File: src/hdl/adc_ctrl_regs.svh
// Constants of the converter control block: offsets, fields, timing.
// Assumes a 200 MHz clock and a 32-bit APB register bus.
`ifndef ADC_CTRL_REGS_SVH
`define ADC_CTRL_REGS_SVH
`define CTRL_ADDR      12'h000
`define STATUS_ADDR    12'h004
`define RESULT_ADDR    12'h008
`define CTRL_RESET     9'h000
`define CTRL_SER       0
`define CTRL_EXTCLK    1
`define CTRL_SYNCPOL   2
`define CTRL_PD        3
`define CTRL_LOWPWR    4
`define CTRL_FAST      5
`define CTRL_REFOFF    6
`define CTRL_BUFOFF    7
`define CLK_PERIOD_NS  5
`define ACQ_TIME_NS    250
`define CONV_TIME_NS   1000
`define SCLK_HALF_NS   20
`define ACQ_CYCLES  ((`ACQ_TIME_NS + `CLK_PERIOD_NS - 1) / `CLK_PERIOD_NS)
`define CONV_CYCLES ((`CONV_TIME_NS + `CLK_PERIOD_NS - 1) / `CLK_PERIOD_NS)
`define SCLK_HALF_CYCLES (`SCLK_HALF_NS / `CLK_PERIOD_NS)
`define RESULT_BITS    16
`endif

File: src/hdl/adc_ctrl_pkg.sv
// Types of the converter control block.
// Assumes nothing beyond a SystemVerilog compiler.
package adc_ctrl_pkg;
   typedef enum logic [0:0] {ST_ACQ, ST_CONV} conv_state_t;
endpackage : adc_ctrl_pkg

File: src/hdl/adc_ctrl.sv
// Conversion sequencer, result read-out and APB control registers.
// Assumes pins are asynchronous to clk; sampleData comes from the core.
`timescale 1ns/100ps
`default_nettype none
`include "adc_ctrl_regs.svh"
module adc_ctrl
(
   input  wire logic        clk,
   input  wire logic        reset,
   input  wire logic        psel,
   input  wire logic        penable,
   input  wire logic        pwrite,
   input  wire logic [11:0] paddr,
   input  wire logic [31:0] pwdata,
   output var  logic [31:0] prdata,
   output var  logic        pready,
   output var  logic        pslverr,
   input  wire logic        convert_start_n,
   input  wire logic        device_select_n,
   input  wire logic        read_strobe_n,
   input  wire logic        sclkIn,
   input  wire logic        read_mode_or_chain_in,
   input  wire logic [15:0] sampleData,
   output var  logic [15:0] dataPins,
   output var  logic [15:0] dataOe,
   output var  logic        busy,
   output var  logic        holdActive,
   output var  logic        reducedPower,
   output var  logic        refOn,
   output var  logic        refBufferOn
);
   localparam int ACQ_N  = `ACQ_CYCLES;
   localparam int CONV_N = `CONV_CYCLES;
   localparam int HALF_N = `SCLK_HALF_CYCLES;

   logic [4:0]  pinRaw;
   logic        pinMeta [5];
   logic        pinSync [5];
   logic        startPrev;
   logic        sclkPrev;
   logic [8:0]  ctrl;
   logic [15:0] result;
   logic [15:0] shiftReg;
   logic [4:0]  bitCnt;
   logic        reading;
   logic        haveResult;
   logic        incompleteFlag;
   logic        sclkOut;
   logic [7:0]  divCnt;
   logic [15:0] timer;
   adc_ctrl_pkg::conv_state_t state;
   logic [15:0] next_dataPins;
   logic [15:0] next_dataOe;

   assign pinRaw = {read_mode_or_chain_in, sclkIn, read_strobe_n,
                    device_select_n, convert_start_n};

   // Two-flop synchronisers for every pin input
   genvar gi;
   generate
      for (gi = 0; gi < 5; gi++)
      begin : g_sync
         always_ff @(posedge clk)
         begin
            if (reset)
            begin
               // Idle levels: strobes high, link clock and mode low
               pinMeta[gi] <= 1'(gi < 3);
               pinSync[gi] <= 1'(gi < 3);
            end
            else
            begin
               pinMeta[gi] <= pinRaw[gi];
               pinSync[gi] <= pinMeta[gi];
            end
         end
      end
   endgenerate

   wire startN    = pinSync[0];
   wire selN      = pinSync[1];
   wire rdN       = pinSync[2];
   wire sclkS     = pinSync[3];
   wire readMode  = pinSync[4];
   wire serMode   = ctrl[`CTRL_SER];
   wire extClk    = ctrl[`CTRL_EXTCLK];
   wire outEn     = !selN && !rdN;
   wire startFall = startPrev && !startN;
   wire acqDone   = (timer >= 16'(ACQ_N));
   wire convDone  = (state == adc_ctrl_pkg::ST_CONV) &&
                    (timer == 16'(CONV_N - 1));
   wire lowPwrArm = ctrl[`CTRL_LOWPWR] && !ctrl[`CTRL_FAST] && acqDone
                    && !startN;
   wire startConv = (state == adc_ctrl_pkg::ST_ACQ) && !ctrl[`CTRL_PD] &&
                    (startFall || lowPwrArm);
   wire extEdge   = !selN && sclkS && !sclkPrev;
   wire intEdge   = reading && !extClk && sclkOut && divCnt == 8'(HALF_N - 1);
   wire shiftEdge = reading && (extClk ? extEdge : intEdge);
   wire readGo    = serMode && outEn && haveResult && !reading &&
                    (extClk || readMode || !busy);
   wire slaveLoss = serMode && extClk && reading && convDone;

   always_ff @(posedge clk)
   begin
      if (reset)
      begin
         startPrev <= 1'b1;
         sclkPrev  <= 1'b0;
      end
      else
      begin
         startPrev <= startN;
         sclkPrev  <= sclkS;
      end
   end

   // Conversion sequencer
   always_ff @(posedge clk)
   begin
      if (reset)
      begin
         state <= adc_ctrl_pkg::ST_ACQ;
         timer <= 16'h0000;
         busy  <= 1'b0;
      end
      else
      begin
         case (state)
            adc_ctrl_pkg::ST_ACQ:
            begin
               if (startConv)
               begin
                  state <= adc_ctrl_pkg::ST_CONV;
                  timer <= 16'h0000;
                  busy  <= 1'b1;
               end
               else if (!acqDone)
               begin
                  timer <= timer + 16'h0001;
               end
            end
            adc_ctrl_pkg::ST_CONV:
            begin
               // Start edges are not looked at here
               if (convDone)
               begin
                  state <= adc_ctrl_pkg::ST_ACQ;
                  timer <= 16'h0000;
                  busy  <= 1'b0;
               end
               else
               begin
                  timer <= timer + 16'h0001;
               end
            end
            default:
            begin
               state <= adc_ctrl_pkg::ST_ACQ;
               timer <= 16'h0000;
               busy  <= 1'b0;
            end
         endcase
      end
   end

   always_ff @(posedge clk)
   begin
      if (reset)
      begin
         holdActive   <= 1'b0;
         reducedPower <= 1'b0;
         refOn        <= 1'b1;
         refBufferOn  <= 1'b1;
      end
      else
      begin
         holdActive   <= startConv || (busy && !convDone);
         reducedPower <= ctrl[`CTRL_PD] &&
                         state == adc_ctrl_pkg::ST_ACQ;
         refOn        <= !ctrl[`CTRL_REFOFF];
         refBufferOn  <= !ctrl[`CTRL_BUFOFF];
      end
   end

   // Result latch and serial shifter
   always_ff @(posedge clk)
   begin
      if (reset)
      begin
         result     <= 16'h0000;
         shiftReg   <= 16'h0000;
         haveResult <= 1'b0;
         reading    <= 1'b0;
         bitCnt     <= 5'h00;
      end
      else if (convDone)
      begin
         result     <= sampleData;
         shiftReg   <= sampleData;
         haveResult <= 1'b1;
         reading    <= 1'b0;
         bitCnt     <= 5'h00;
      end
      else if (readGo)
      begin
         reading <= 1'b1;
         // An external edge that opens the frame already shifts
         if (extClk && extEdge)
         begin
            shiftReg <= {shiftReg[14:0], read_mode_or_chain_in_s()};
            bitCnt   <= 5'h01;
         end
         else
         begin
            bitCnt <= 5'h00;
         end
      end
      else if (shiftEdge)
      begin
         shiftReg <= {shiftReg[14:0], read_mode_or_chain_in_s()};
         bitCnt   <= bitCnt + 5'h01;
         if (bitCnt == 5'(`RESULT_BITS - 1))
         begin
            reading    <= 1'b0;
            haveResult <= 1'b0;
         end
      end
      else if (!outEn && !extClk)
      begin
         reading <= 1'b0;
      end
   end

   function automatic logic read_mode_or_chain_in_s();
      read_mode_or_chain_in_s = extClk && readMode;
   endfunction : read_mode_or_chain_in_s

   always_ff @(posedge clk)
   begin
      if (reset)
      begin
         incompleteFlag <= 1'b0;
      end
      else
      begin
         incompleteFlag <= slaveLoss;
      end
   end

   // Internal serial clock divider
   always_ff @(posedge clk)
   begin
      if (reset || !reading || extClk)
      begin
         divCnt  <= 8'h00;
         sclkOut <= 1'b0;
      end
      else if (divCnt == 8'(HALF_N - 1))
      begin
         divCnt  <= 8'h00;
         sclkOut <= !sclkOut;
      end
      else
      begin
         divCnt <= divCnt + 8'h01;
      end
   end

   // Pin sharing between parallel bus and serial port
   always_comb
   begin
      next_dataPins = 16'h0000;
      next_dataOe   = 16'h0000;
      if (!serMode)
      begin
         next_dataPins = result;
         next_dataOe   = {16{outEn}};
      end
      else
      begin
         next_dataPins[8]  = shiftReg[15];
         next_dataOe[8]    = outEn;
         next_dataPins[9]  = sclkOut;
         next_dataOe[9]    = !extClk;
         next_dataPins[10] = ctrl[`CTRL_SYNCPOL] ^ reading;
         next_dataOe[10]   = !extClk;
         next_dataPins[11] = incompleteFlag;
         next_dataOe[11]   = extClk;
         next_dataPins[15:12] = result[15:12];
         next_dataOe[15:12]   = {4{outEn}};
      end
   end

   always_ff @(posedge clk)
   begin
      if (reset)
      begin
         dataPins <= 16'h0000;
         dataOe   <= 16'h0000;
      end
      else
      begin
         dataPins <= next_dataPins;
         dataOe   <= next_dataOe;
      end
   end

   // APB slave, one wait state
   wire apbAcc = psel && penable && !pready;
   always_ff @(posedge clk)
   begin
      if (reset)
      begin
         pready  <= 1'b0;
         pslverr <= 1'b0;
         prdata  <= 32'h0000_0000;
         ctrl    <= `CTRL_RESET;
      end
      else
      begin
         pready  <= apbAcc;
         pslverr <= 1'b0;
         prdata  <= 32'h0000_0000;
         if (apbAcc)
         begin
            case (paddr)
               `CTRL_ADDR:
               begin
                  if (pwrite)
                     ctrl <= pwdata[8:0];
                  prdata <= {23'h00_0000, ctrl};
               end
               `STATUS_ADDR:
                  prdata <= {28'h000_0000, reducedPower, incompleteFlag,
                             haveResult, busy};
               `RESULT_ADDR:
                  prdata <= {16'h0000, result};
               default:
                  pslverr <= 1'b1;
            endcase
         end
      end
   end
endmodule : adc_ctrl
`default_nettype wire

File: config.mk
export PLATFORM = sky130hd
export DESIGN_NAME = adc_ctrl
export DESIGN_NICKNAME = d
export VERILOG_FILES = /design/src/hdl/adc_ctrl_pkg.sv /design/src/hdl/adc_ctrl.sv
export VERILOG_INCLUDE_DIRS = /design/src /design/src/hdl
export SDC_FILE = /design/constraint.sdc
export NUM_CORES = 1
export LEC_CHECK = 0
export ABC_AREA = 1
export ABC_CLOCK_PERIOD_IN_PS = 2100
export BUFFER_PORTS_ARGS = -buffer_cell sky130_fd_sc_hd__buf_2
export CORE_MARGIN = 2
export CORE_UTILIZATION = 29
export CTS_CLUSTER_SIZE = 28
export DETAILED_ROUTE_END_ITERATION = 12
export GPL_ROUTABILITY_DRIVEN = 0
export PLACE_DENSITY_LB_ADDON = 0.25
export SLEW_MARGIN = 20
export SYNTH_ARGS = -nofsm -noshare
export SYNTH_HDL_FRONTEND = slang
export SYNTH_SLANG_ARGS = --single-unit
File: constraint.sdc
create_clock -name clk -period 2.1 [get_ports clk]
set_clock_uncertainty 0.05 [all_clocks]
set_input_delay 0.21 -clock clk [delete_from_list [all_inputs] [get_ports clk]]
set_output_delay 0.21 -clock clk [all_outputs]
set_load 0.005 [all_outputs]
---- Word-level counts from Yosys, hierarchy flattened ----
Memories as Yosys holds them, arrays and structs flattened.
Index checks and enable logic that the tools add are counted.
storage, ports and cells
  memories kept ........................... 2
  bits in writable memories ............... 10
  register bits after elaboration ......... 138
  latch bits .............................. 0
  word-level logic and storage cells ...... 162
  input bits .............................. 70
  output and inout bits ................... 71
  bits in read-only memories .............. 0
memories
  name     depth  width  read ports  clocked after memory_dff  wr ports  RTL line        source
  pinMeta  5      1      5           0                         5         adc_ctrl.sv:37  logic pinMeta [5];
  pinSync  5      1      5           0                         5         adc_ctrl.sv:38  logic pinSync [5];
cells by class
  bitwise logic cells ..................... 13
  shift-type cells ........................ 0
  reductions and logical operators ........ 65
  equal/unequal tests ..................... 11
  magnitude comparators ................... 1
  divide/modulo/power cells ............... 0
  add/subtract/negate cells ............... 3
  muxes and demuxes ....................... 42
  multipliers ............................. 0
operators by type and width
  operator               count
  $mux 16                7
  $pmux 16 s3            1
  $pmux 16 s2            1
  $logic_and 1x1->1      28
  $mux 1                 27
  $add 16x1->16 const B  1
  $eq 16x8->1 const B    1
  $ge 16x6->1 const B    1
  $logic_not 1->1        15
  $eq 12x3->1 const B    1
  $eq 12x4->1 const B    1
  $logic_not 12->1       1
  $mux 5                 2
  $or 1x1->1             10
  $add 8x1->8 const B    1
  $eq 8x2->1 const B     1
  $mux 4                 2
  $reduce_or 2->1        4
  $logic_or 1x1->1       6
  $reduce_and 2->1       3
  $reduce_and 3->1       2
  $reduce_bool 2->1      3
  $reduce_bool 3->1      2
  $add 5x1->5 const B    1
  other kinds (10)       13

---- Depth between registers and ports, before layout ----
Gate-level depths: netlist (run 1).
  depth after elaboration ................. 9
  gate-level depth with buffers ........... 14
  gate-level depth less buffers ........... 13

---- Worst setup path after synthesis (run 1) ----
OpenSTA, ideal clock, no wires.
  path type ............................... register to register
  from .................................... register timer[0]
  to ...................................... register timer[8]
  data arrival time ....................... 1.450 ns
  period minus slack after synthesis ...... 1.615 ns
  path buffers ............................ 1
  setup time .............................. 0.115 ns
  required time ........................... 1.935 ns
  path slack .............................. 0.485 ns
  cell stages (with the launch flop) ...... 14
  cells stage by stage .................... dfxtp_1 > inv_1 > ha_1 > nor2_1 > nand2_1 > nand2_1 > nand3_2 > nand2_1 > nand2_1 > nand2_2 > nand2_4 > buf_6 > a21oi_1 > nor2_1
between the ends
  cells in the longest elaborated chain, start to end .. 7
  elaborated cells between the ends (all ways) .. 13
  classes of those cells .................. 1 x add/sub; 1 x order compare; 2 x eq/ne; 4 x mux; 5 x reduce/logical
ends and longest elaborated chain
  what                            RTL line         source
  start: declaration              adc_ctrl.sv:50   logic [15:0] timer;
  start signal: assignment        adc_ctrl.sv:139  timer <= timer + 16'h0001;
  start signal: assignment        adc_ctrl.sv:153  timer <= timer + 16'h0001;
  $ge 16x6->1                     adc_ctrl.sv:89   wire acqDone = (timer >= 16'(ACQ_N));
  $logic_and 1x1->1 (2 in a row)  adc_ctrl.sv:92   wire lowPwrArm = ctrl[`CTRL_LOWPWR] && !ctrl[`CTRL_FAST] && acqDone
  $logic_or 1x1->1                adc_ctrl.sv:95   (startFall || lowPwrArm);
  $logic_and 1x1->1               adc_ctrl.sv:94   wire startConv = (state == adc_ctrl_pkg::ST_ACQ) && !ctrl[`CTRL_PD] &&
  $mux 16                         adc_ctrl.sv:131  if (startConv)
  $pmux 16 s2                     adc_ctrl.sv:128  case (state)
Parallel ways exist; a longest one is shown, timed or not. The select of a mux whose other input is x is not followed.
A chain may end at the register's enable or synchronous reset.

---- Final worst setup path (run 1) ----
  from .................................... register timer[1]
  to ...................................... register timer[1]
Same word-level chain as after synthesis.

==> impl_results.md, run 1 <==
- Vias in the first global route: 4120
- RSZ-0062 raised after global routing: no
- Seq/Total Area, Yosys: 0.474
- Finished Layout Cells: between 1000 and 1500
- Netlist cell types: 40
- Post-DP HPWL: 9.95 mm
- CTS Sinks: 130
- WL met3: 507 um
- Fillers: 1963
- Clock share of power: 0.521
- Tcrit/Tclk final: 0.897
- Final Setup Violations: 0
- I/O pin cnt: 141
- Critical path peak fanout: 8
- Aggregate global routing overflow: 0
- Outcome: completed
- Post-CTS Resized: 0
- Worst-margin pin slew: approximately 550 ps
- Max-Cap Viols: 0
- Port bufs: roughly 100
- Die W: 142 um
- Htree depth: 4
- Hold Slack: between 15 and 20 ps
- Number of DRC markers in iteration 0: between 200 and 250
- Clock Path Buffers: 2
- Most frequent cells in the layout: 130 x dfxtp_1, 119 x nand2_1, 114 x nor2_1, 101 x buf_2, 79 x inv_1
- Layout cells sized above 1: 0.227
- #FFs+latches synth: 130
- Comb pwr share: 0.036
- Overall global routing resource usage: 0.136
- Synth warn: 0
- WP data arrival: roughly 2200 ps
- Sequential cell area: 2600 sq um
- Worst EP required: approximately 2400 ps
- First-pass GRT wire length: between 20 and 25 mm
- Post-Route M1 WL: about 6.8 mm
- Pwr dens: roughly 830 nW/um^2
- Most common cell after layout, fill and taps aside: dfxtp_1
- Post-CTS Setup Bufs: 0
- Post-synth ARST share: 0
- Crit path time final: 1880 ps
- Post-synth top area share: 0.474
- Fin Setup TNS: 0 ps
- Root Driver: clkbuf_16
- Top cells by area, synth: dfxtp_1 47%, nand2_1 8.1%, nor2_1 7.8%
- Core ar.: roughly 19000 sq um
- Sw Share: 0.213
- Clock transition at the registers of the reported paths: ~60 ps
- Area occupied by multi-input gates: roughly 2200 sq um
- CTS tree: done
- Final hold vios: 0
- Nets: about 900
- CP Launch Type: flop
- Peak supply drop: around 450 uV
- Slew HR: 0.634
- Wire per inst: 12.5 um
- # DRC: 0
- Layout area overhead: 24.5%
- Row count: 50
- Routed WL: about 13 mm
- Worst min-delay path class: in -> reg
- Mapped Area: about 5500 sq um
- P_sw: roughly 1.2 mW
- Primary FF master, synth: dfxtp_1
- DR pass1 iterations: 4
- Sequential share of power: 0.443
- Post-synth top area cell: dfxtp_1
- Crit end category: flop
- Final Max Slew Viols: 0
- Vias/cell: 4.30
- Fmax: between 500 and 600 MHz
- Syn Inst Count: 722
- Crit path kind: reg -> reg
- Placed insts: about 1000
- Leak: roughly 3.1 nW
- Met2 Wirelength: 6.06 mm
- ANT nets after route: 0
- Antenna violations before repair: 0
- Top Metal Used: met4
- Mean Syn Cell Area: ~7.6 sq um
- Skew-Pair Late Insertion Delay: between 400 and 500 ps
- Total die area: 20000 sq um
- Post-synth EDFFs: 0
- Die H: 142 um
- Starting Density: 0.294
- Largest net degree at the start of global routing: 35
- Int Pwr: between 4 and 5 mW
- Antenna diodes: 0
- Via count: ~4600
- Total CTS buffers: 17
==> per-stage QoR <==
stage / area (sq um) / utilization / setup slack (ps) / total power [mW]
5_1_grt: 6830 / 0.367 / 13.6 / 5.86
3_5_place_dp: 6130 / 0.329 / 216 / 2.74
6_report: 6830 / 0.367 / 217 / 5.64
3_3_place_gp: 6130 / 0.329 / 240 / 2.74
2_1_floorplan: 5550 / - / 485 / 2.67
4_1_cts: 6830 / 0.367 / 196 / 5.71
==> power groups by stage <==
stage / combinational [mW] / clock (mW) / sequential [mW]
floorplan: 0.115 / 0 / 2.55
global placement: 0.191 / 0 / 2.55
detailed placement: 0.190 / 0 / 2.55
CTS: 0.207 / 3.01 / 2.50
global route: 0.228 / 3.13 / 2.50
finish: 0.204 / 2.94 / 2.50
==> final timing paths <==
kind	from	to	slack, ps	cells after the start
worst max register to register	timer[1]	timer[1]	220	7
worst max-delay path	timer[1]	timer[1]	220	7
worst min-delay path	sampleData[12]	result[12]	20	3
worst min register to register	pinMeta[1]	pinSync[1]	350	1
==> routing by layer <==
| layer | vias up | global-route usage |
|---|---|---|
| li1 | 2485 | - |
| met5 | - | 0 |
| met3 | 6 | 0.0337 |
| met1 | 2049 | 0.184 |
| met2 | 104 | 0.207 |
| met4 | 0 | 0.0600 |
==> worst max-delay path: stages, from the launching register on <==
cell      delay [ps]
dfxtp_1          350
ha_1             220
nand2_1          150
nor3_4            70
nand2_4          110
nand2_1          230
a21oi_2          420
a21boi_0         220
==> kinds of logic (layout without fill, tap and decap cells) <==
| kind of cell | Yosys count | after routing | share of synthesized area |
|---|---|---|---|
| flops | 130 | 130 | 0.474 |
| fa+ha+maj | 5 | 5 | 0.0114 |
| other cells | 1 | 16 | 0.000683 |
| xor+xnor | 3 | 3 | 0.00479 |
| compound gates | 99 | 99 | 0.102 |
| buf+inv | 139 | 247 | 0.127 |
| simple gates | 345 | 345 | 0.280 |
==> flip-flops by register name, indices dropped and copies added, names as in the netlist, 4 cells and up <==
| signal | flops |
|---|---|
| dataPins | 16 |
| prdata | 16 |
| result | 16 |
| shiftReg | 16 |
| timer | 16 |
| ctrl | 9 |
| divCnt | 8 |
| bitCnt | 5 |
| pinMeta | 5 |
| pinSync | 5 |
| dataOe | 4 |
==> cell type report <==
type,count,share of cell area
clock buffers,23,0.0714
clock inverters,9,0.0152
inverters,87,0.0480
well taps,234,0.0428
repair buffers,128,0.113
multi-input cells,468,0.329
flip-flops and latches,130,0.381
==> synth_stat cells, types with 2 or more instances <==
cell / count
nand2_4: 2
nor2_4: 2
ha_1: 5
nand3_2: 2
o21ai_1: 10
nand3_1: 41
clkbuf_1: 12
or2_2: 12
xor2_1: 3
o22ai_1: 23
o21ai_0: 19
inv_2: 7
buf_2: 3
buf_4: 31
dfxtp_1: 130
nand3b_1: 2
o31ai_1: 2
buf_6: 5
inv_1: 79
a21oi_1: 36
nor3b_1: 2
nor3_1: 25
o21ai_2: 3
nand4_1: 7
nand2_1: 119
nor2_1: 114
nand2_2: 13
==> what timing repair did <==
item,CTS,global route
hold endpoints to repair,11,0
setup endpoints to repair,0,0
hold buffers,11,0
(Power assumes the default switching activity.)
==> run 2: changes to the inputs <==
- CTS_BUF_LIST: default -> sky130_fd_sc_hd__clkbuf_4 sky130_fd_sc_hd__clkbuf_8 sky130_fd_sc_hd__clkbuf_16
==> impl_results.md, run 2 (synthesis results as in run 1) <==
- Pre-CTS WS: 216 ps
- Sequential share of power: 0.441
- Hold_sp: sampleData[12]
- Final hold vios: 0
- WP data arrival: approximately 2200 ps
- Tcrit/Tclk final: 0.897
- Comb pwr share: 0.036
- Total die area: between 20000 and 25000 sq um
- I/O pin cnt: 141
- Crit path time final: around 1900 ps
- Layout area overhead: 24.6%
- Antenna violations before repair: 0
- Reg-to-Reg Start: timer[1]
- ANT nets after route: 0
- Post-CTS Setup Bufs: 0
- Via count: ~4600
- Antenna diodes: 0
- CTS tree: done
- Routed WL: between 10 and 15 mm
- Starting Density: 0.294
- Critical path peak fanout: 8
- Most frequent cells in the layout: 130 x dfxtp_1, 119 x nand2_1, 114 x nor2_1, 101 x buf_2, 79 x inv_1
- Number of DRC markers in iteration 0: between 200 and 250
- Outcome: completed
- Port bufs: slightly above 100
- Final Setup Violations: 0
- Layout cells sized above 1: 0.230
- Wire per inst: around 12 um
- Core ar.: about 19000 sq um
- Peak supply drop: about 450 uV
- # DRC: 0
- Die H: ~140 um
- Reg2reg end: timer[1]
- Leak: 3.13 nW
- Clock Path Buffers: 2
- Setup ws final: around 220 ps
- Worst EP required: around 2400 ps
- Vias in the first global route: slightly above 4000
- Largest net degree at the start of global routing: 35
- Worst min-delay path class: in -> reg
- Most common cell after layout, fill and taps aside: dfxtp_1
- Max-Cap Viols: 0
- Post-route cell area: roughly 7000 sq um
- Hold EP: result[12]
- Post-DP HPWL: between 9 and 10 mm
- RSZ-0062 raised after global routing: no
- Overall global routing resource usage: 0.136
- Root Driver: clkbuf_16
- Crit path kind: reg -> reg
- R2R cell count: 7
- Int Pwr: ~4.5 mW
- Worst-margin pin slew: 547 ps
- First-pass GRT wire length: 21.2 mm
- Nets: ~910
- Clock transition at the registers of the reported paths: roughly 60 ps
- Pwr dens: just over 800 nW/um^2
- Fin Setup TNS: 0 ps
- Total CTS buffers: 17
- Clock share of power: 0.523
- Sw Share: 0.212
- CP Launch Type: flop
- P_sw: ~1.2 mW
- Final Max Slew Viols: 0
- Skew-Pair Late Insertion Delay: around 420 ps
- Htree depth: 4
- Crit end category: flop
- Die W: ~140 um
- R2R Setup Slk: 220 ps
- Placed Area: 6130 sq um
- Worst hold stages: 3
- Row count: 50
- DR pass1 iterations: 4
- Fmax: between 500 and 600 MHz
- Aggregate global routing overflow: 0
- CTS Sinks: 130
- Slew HR: 0.634
- Vias/cell: between 4 and 5
run 2: area by class of cell:
| cell class | count | area [sq um] |
|---|---|---|
| Fill cell | 1962 | 11800 |
| Sequential cell | 130 | 2600 |
| Multi-Input combinational cell | 468 | 2250 |
| Timing Repair Buffer | 128 | 773 |
| Clock buffer | 23 | 495 |
| Inverter | 87 | 328 |
| Tap cell | 234 | 293 |
| Clock inverter | 9 | 104 |
run 2: stage by stage:
step / utilization / power, mW / instances / hold slack (ps)
after floorplan: - / 2.67 / 737 / 264
after global placement: 0.329 / 2.74 / 1036 / 342
after detailed placement: 0.329 / 2.74 / 1036 / 343
after CTS: 0.367 / 5.74 / 1079 / 2.20
after global routing: 0.367 / 5.89 / 1079 / 16.0
final: 0.367 / 5.67 / 1079 / 15.1
run 2: critical path, stage by stage (launching register included):
cell and delay, ps:
dfxtp_1 350, ha_1 220, nand2_1 150, nor3_4 70, nand2_4 110, nand2_1 230, a21oi_2 420, a21boi_0 220
run 2: power groups by stage:
stage	Combinational, mW	Clock (mW)	Sequential (mW)
floorplan	0.115	0	2.55
global placement	0.191	0	2.55
detailed placement	0.190	0	2.55
CTS	0.207	3.03	2.50
global route	0.228	3.16	2.50
finish	0.204	2.96	2.50
run 2: worst max path at each step:
| stage | from | end | slack, ps |
|---|---|---|---|
| after floorplan | timer[0] | timer[8] | 480 |
| after CTS | timer[1] | timer[1] | 200 |
| after detailed placement | timer[1] | timer[1] | 220 |
| after global routing | timer[1] | timer[14] | 10 |
| after global placement | timer[0] | timer[0] | 240 |
| final | timer[1] | timer[1] | 220 |
run 2: repair_timing:
item	4_1_cts	5_1_grt
resized for setup	0	0
endpoints found under the hold margin	11	0
hold buffers	11	0
run 2: per-layer routing:
layer	vias to the layer above	part of all wire	track usage
met5	-	0	0
met4	0	0.0096	0.0600
met3	6	0.038	0.0337
met2	104	0.45	0.207
met1	2049	0.50	0.184
li1	2485	-	-
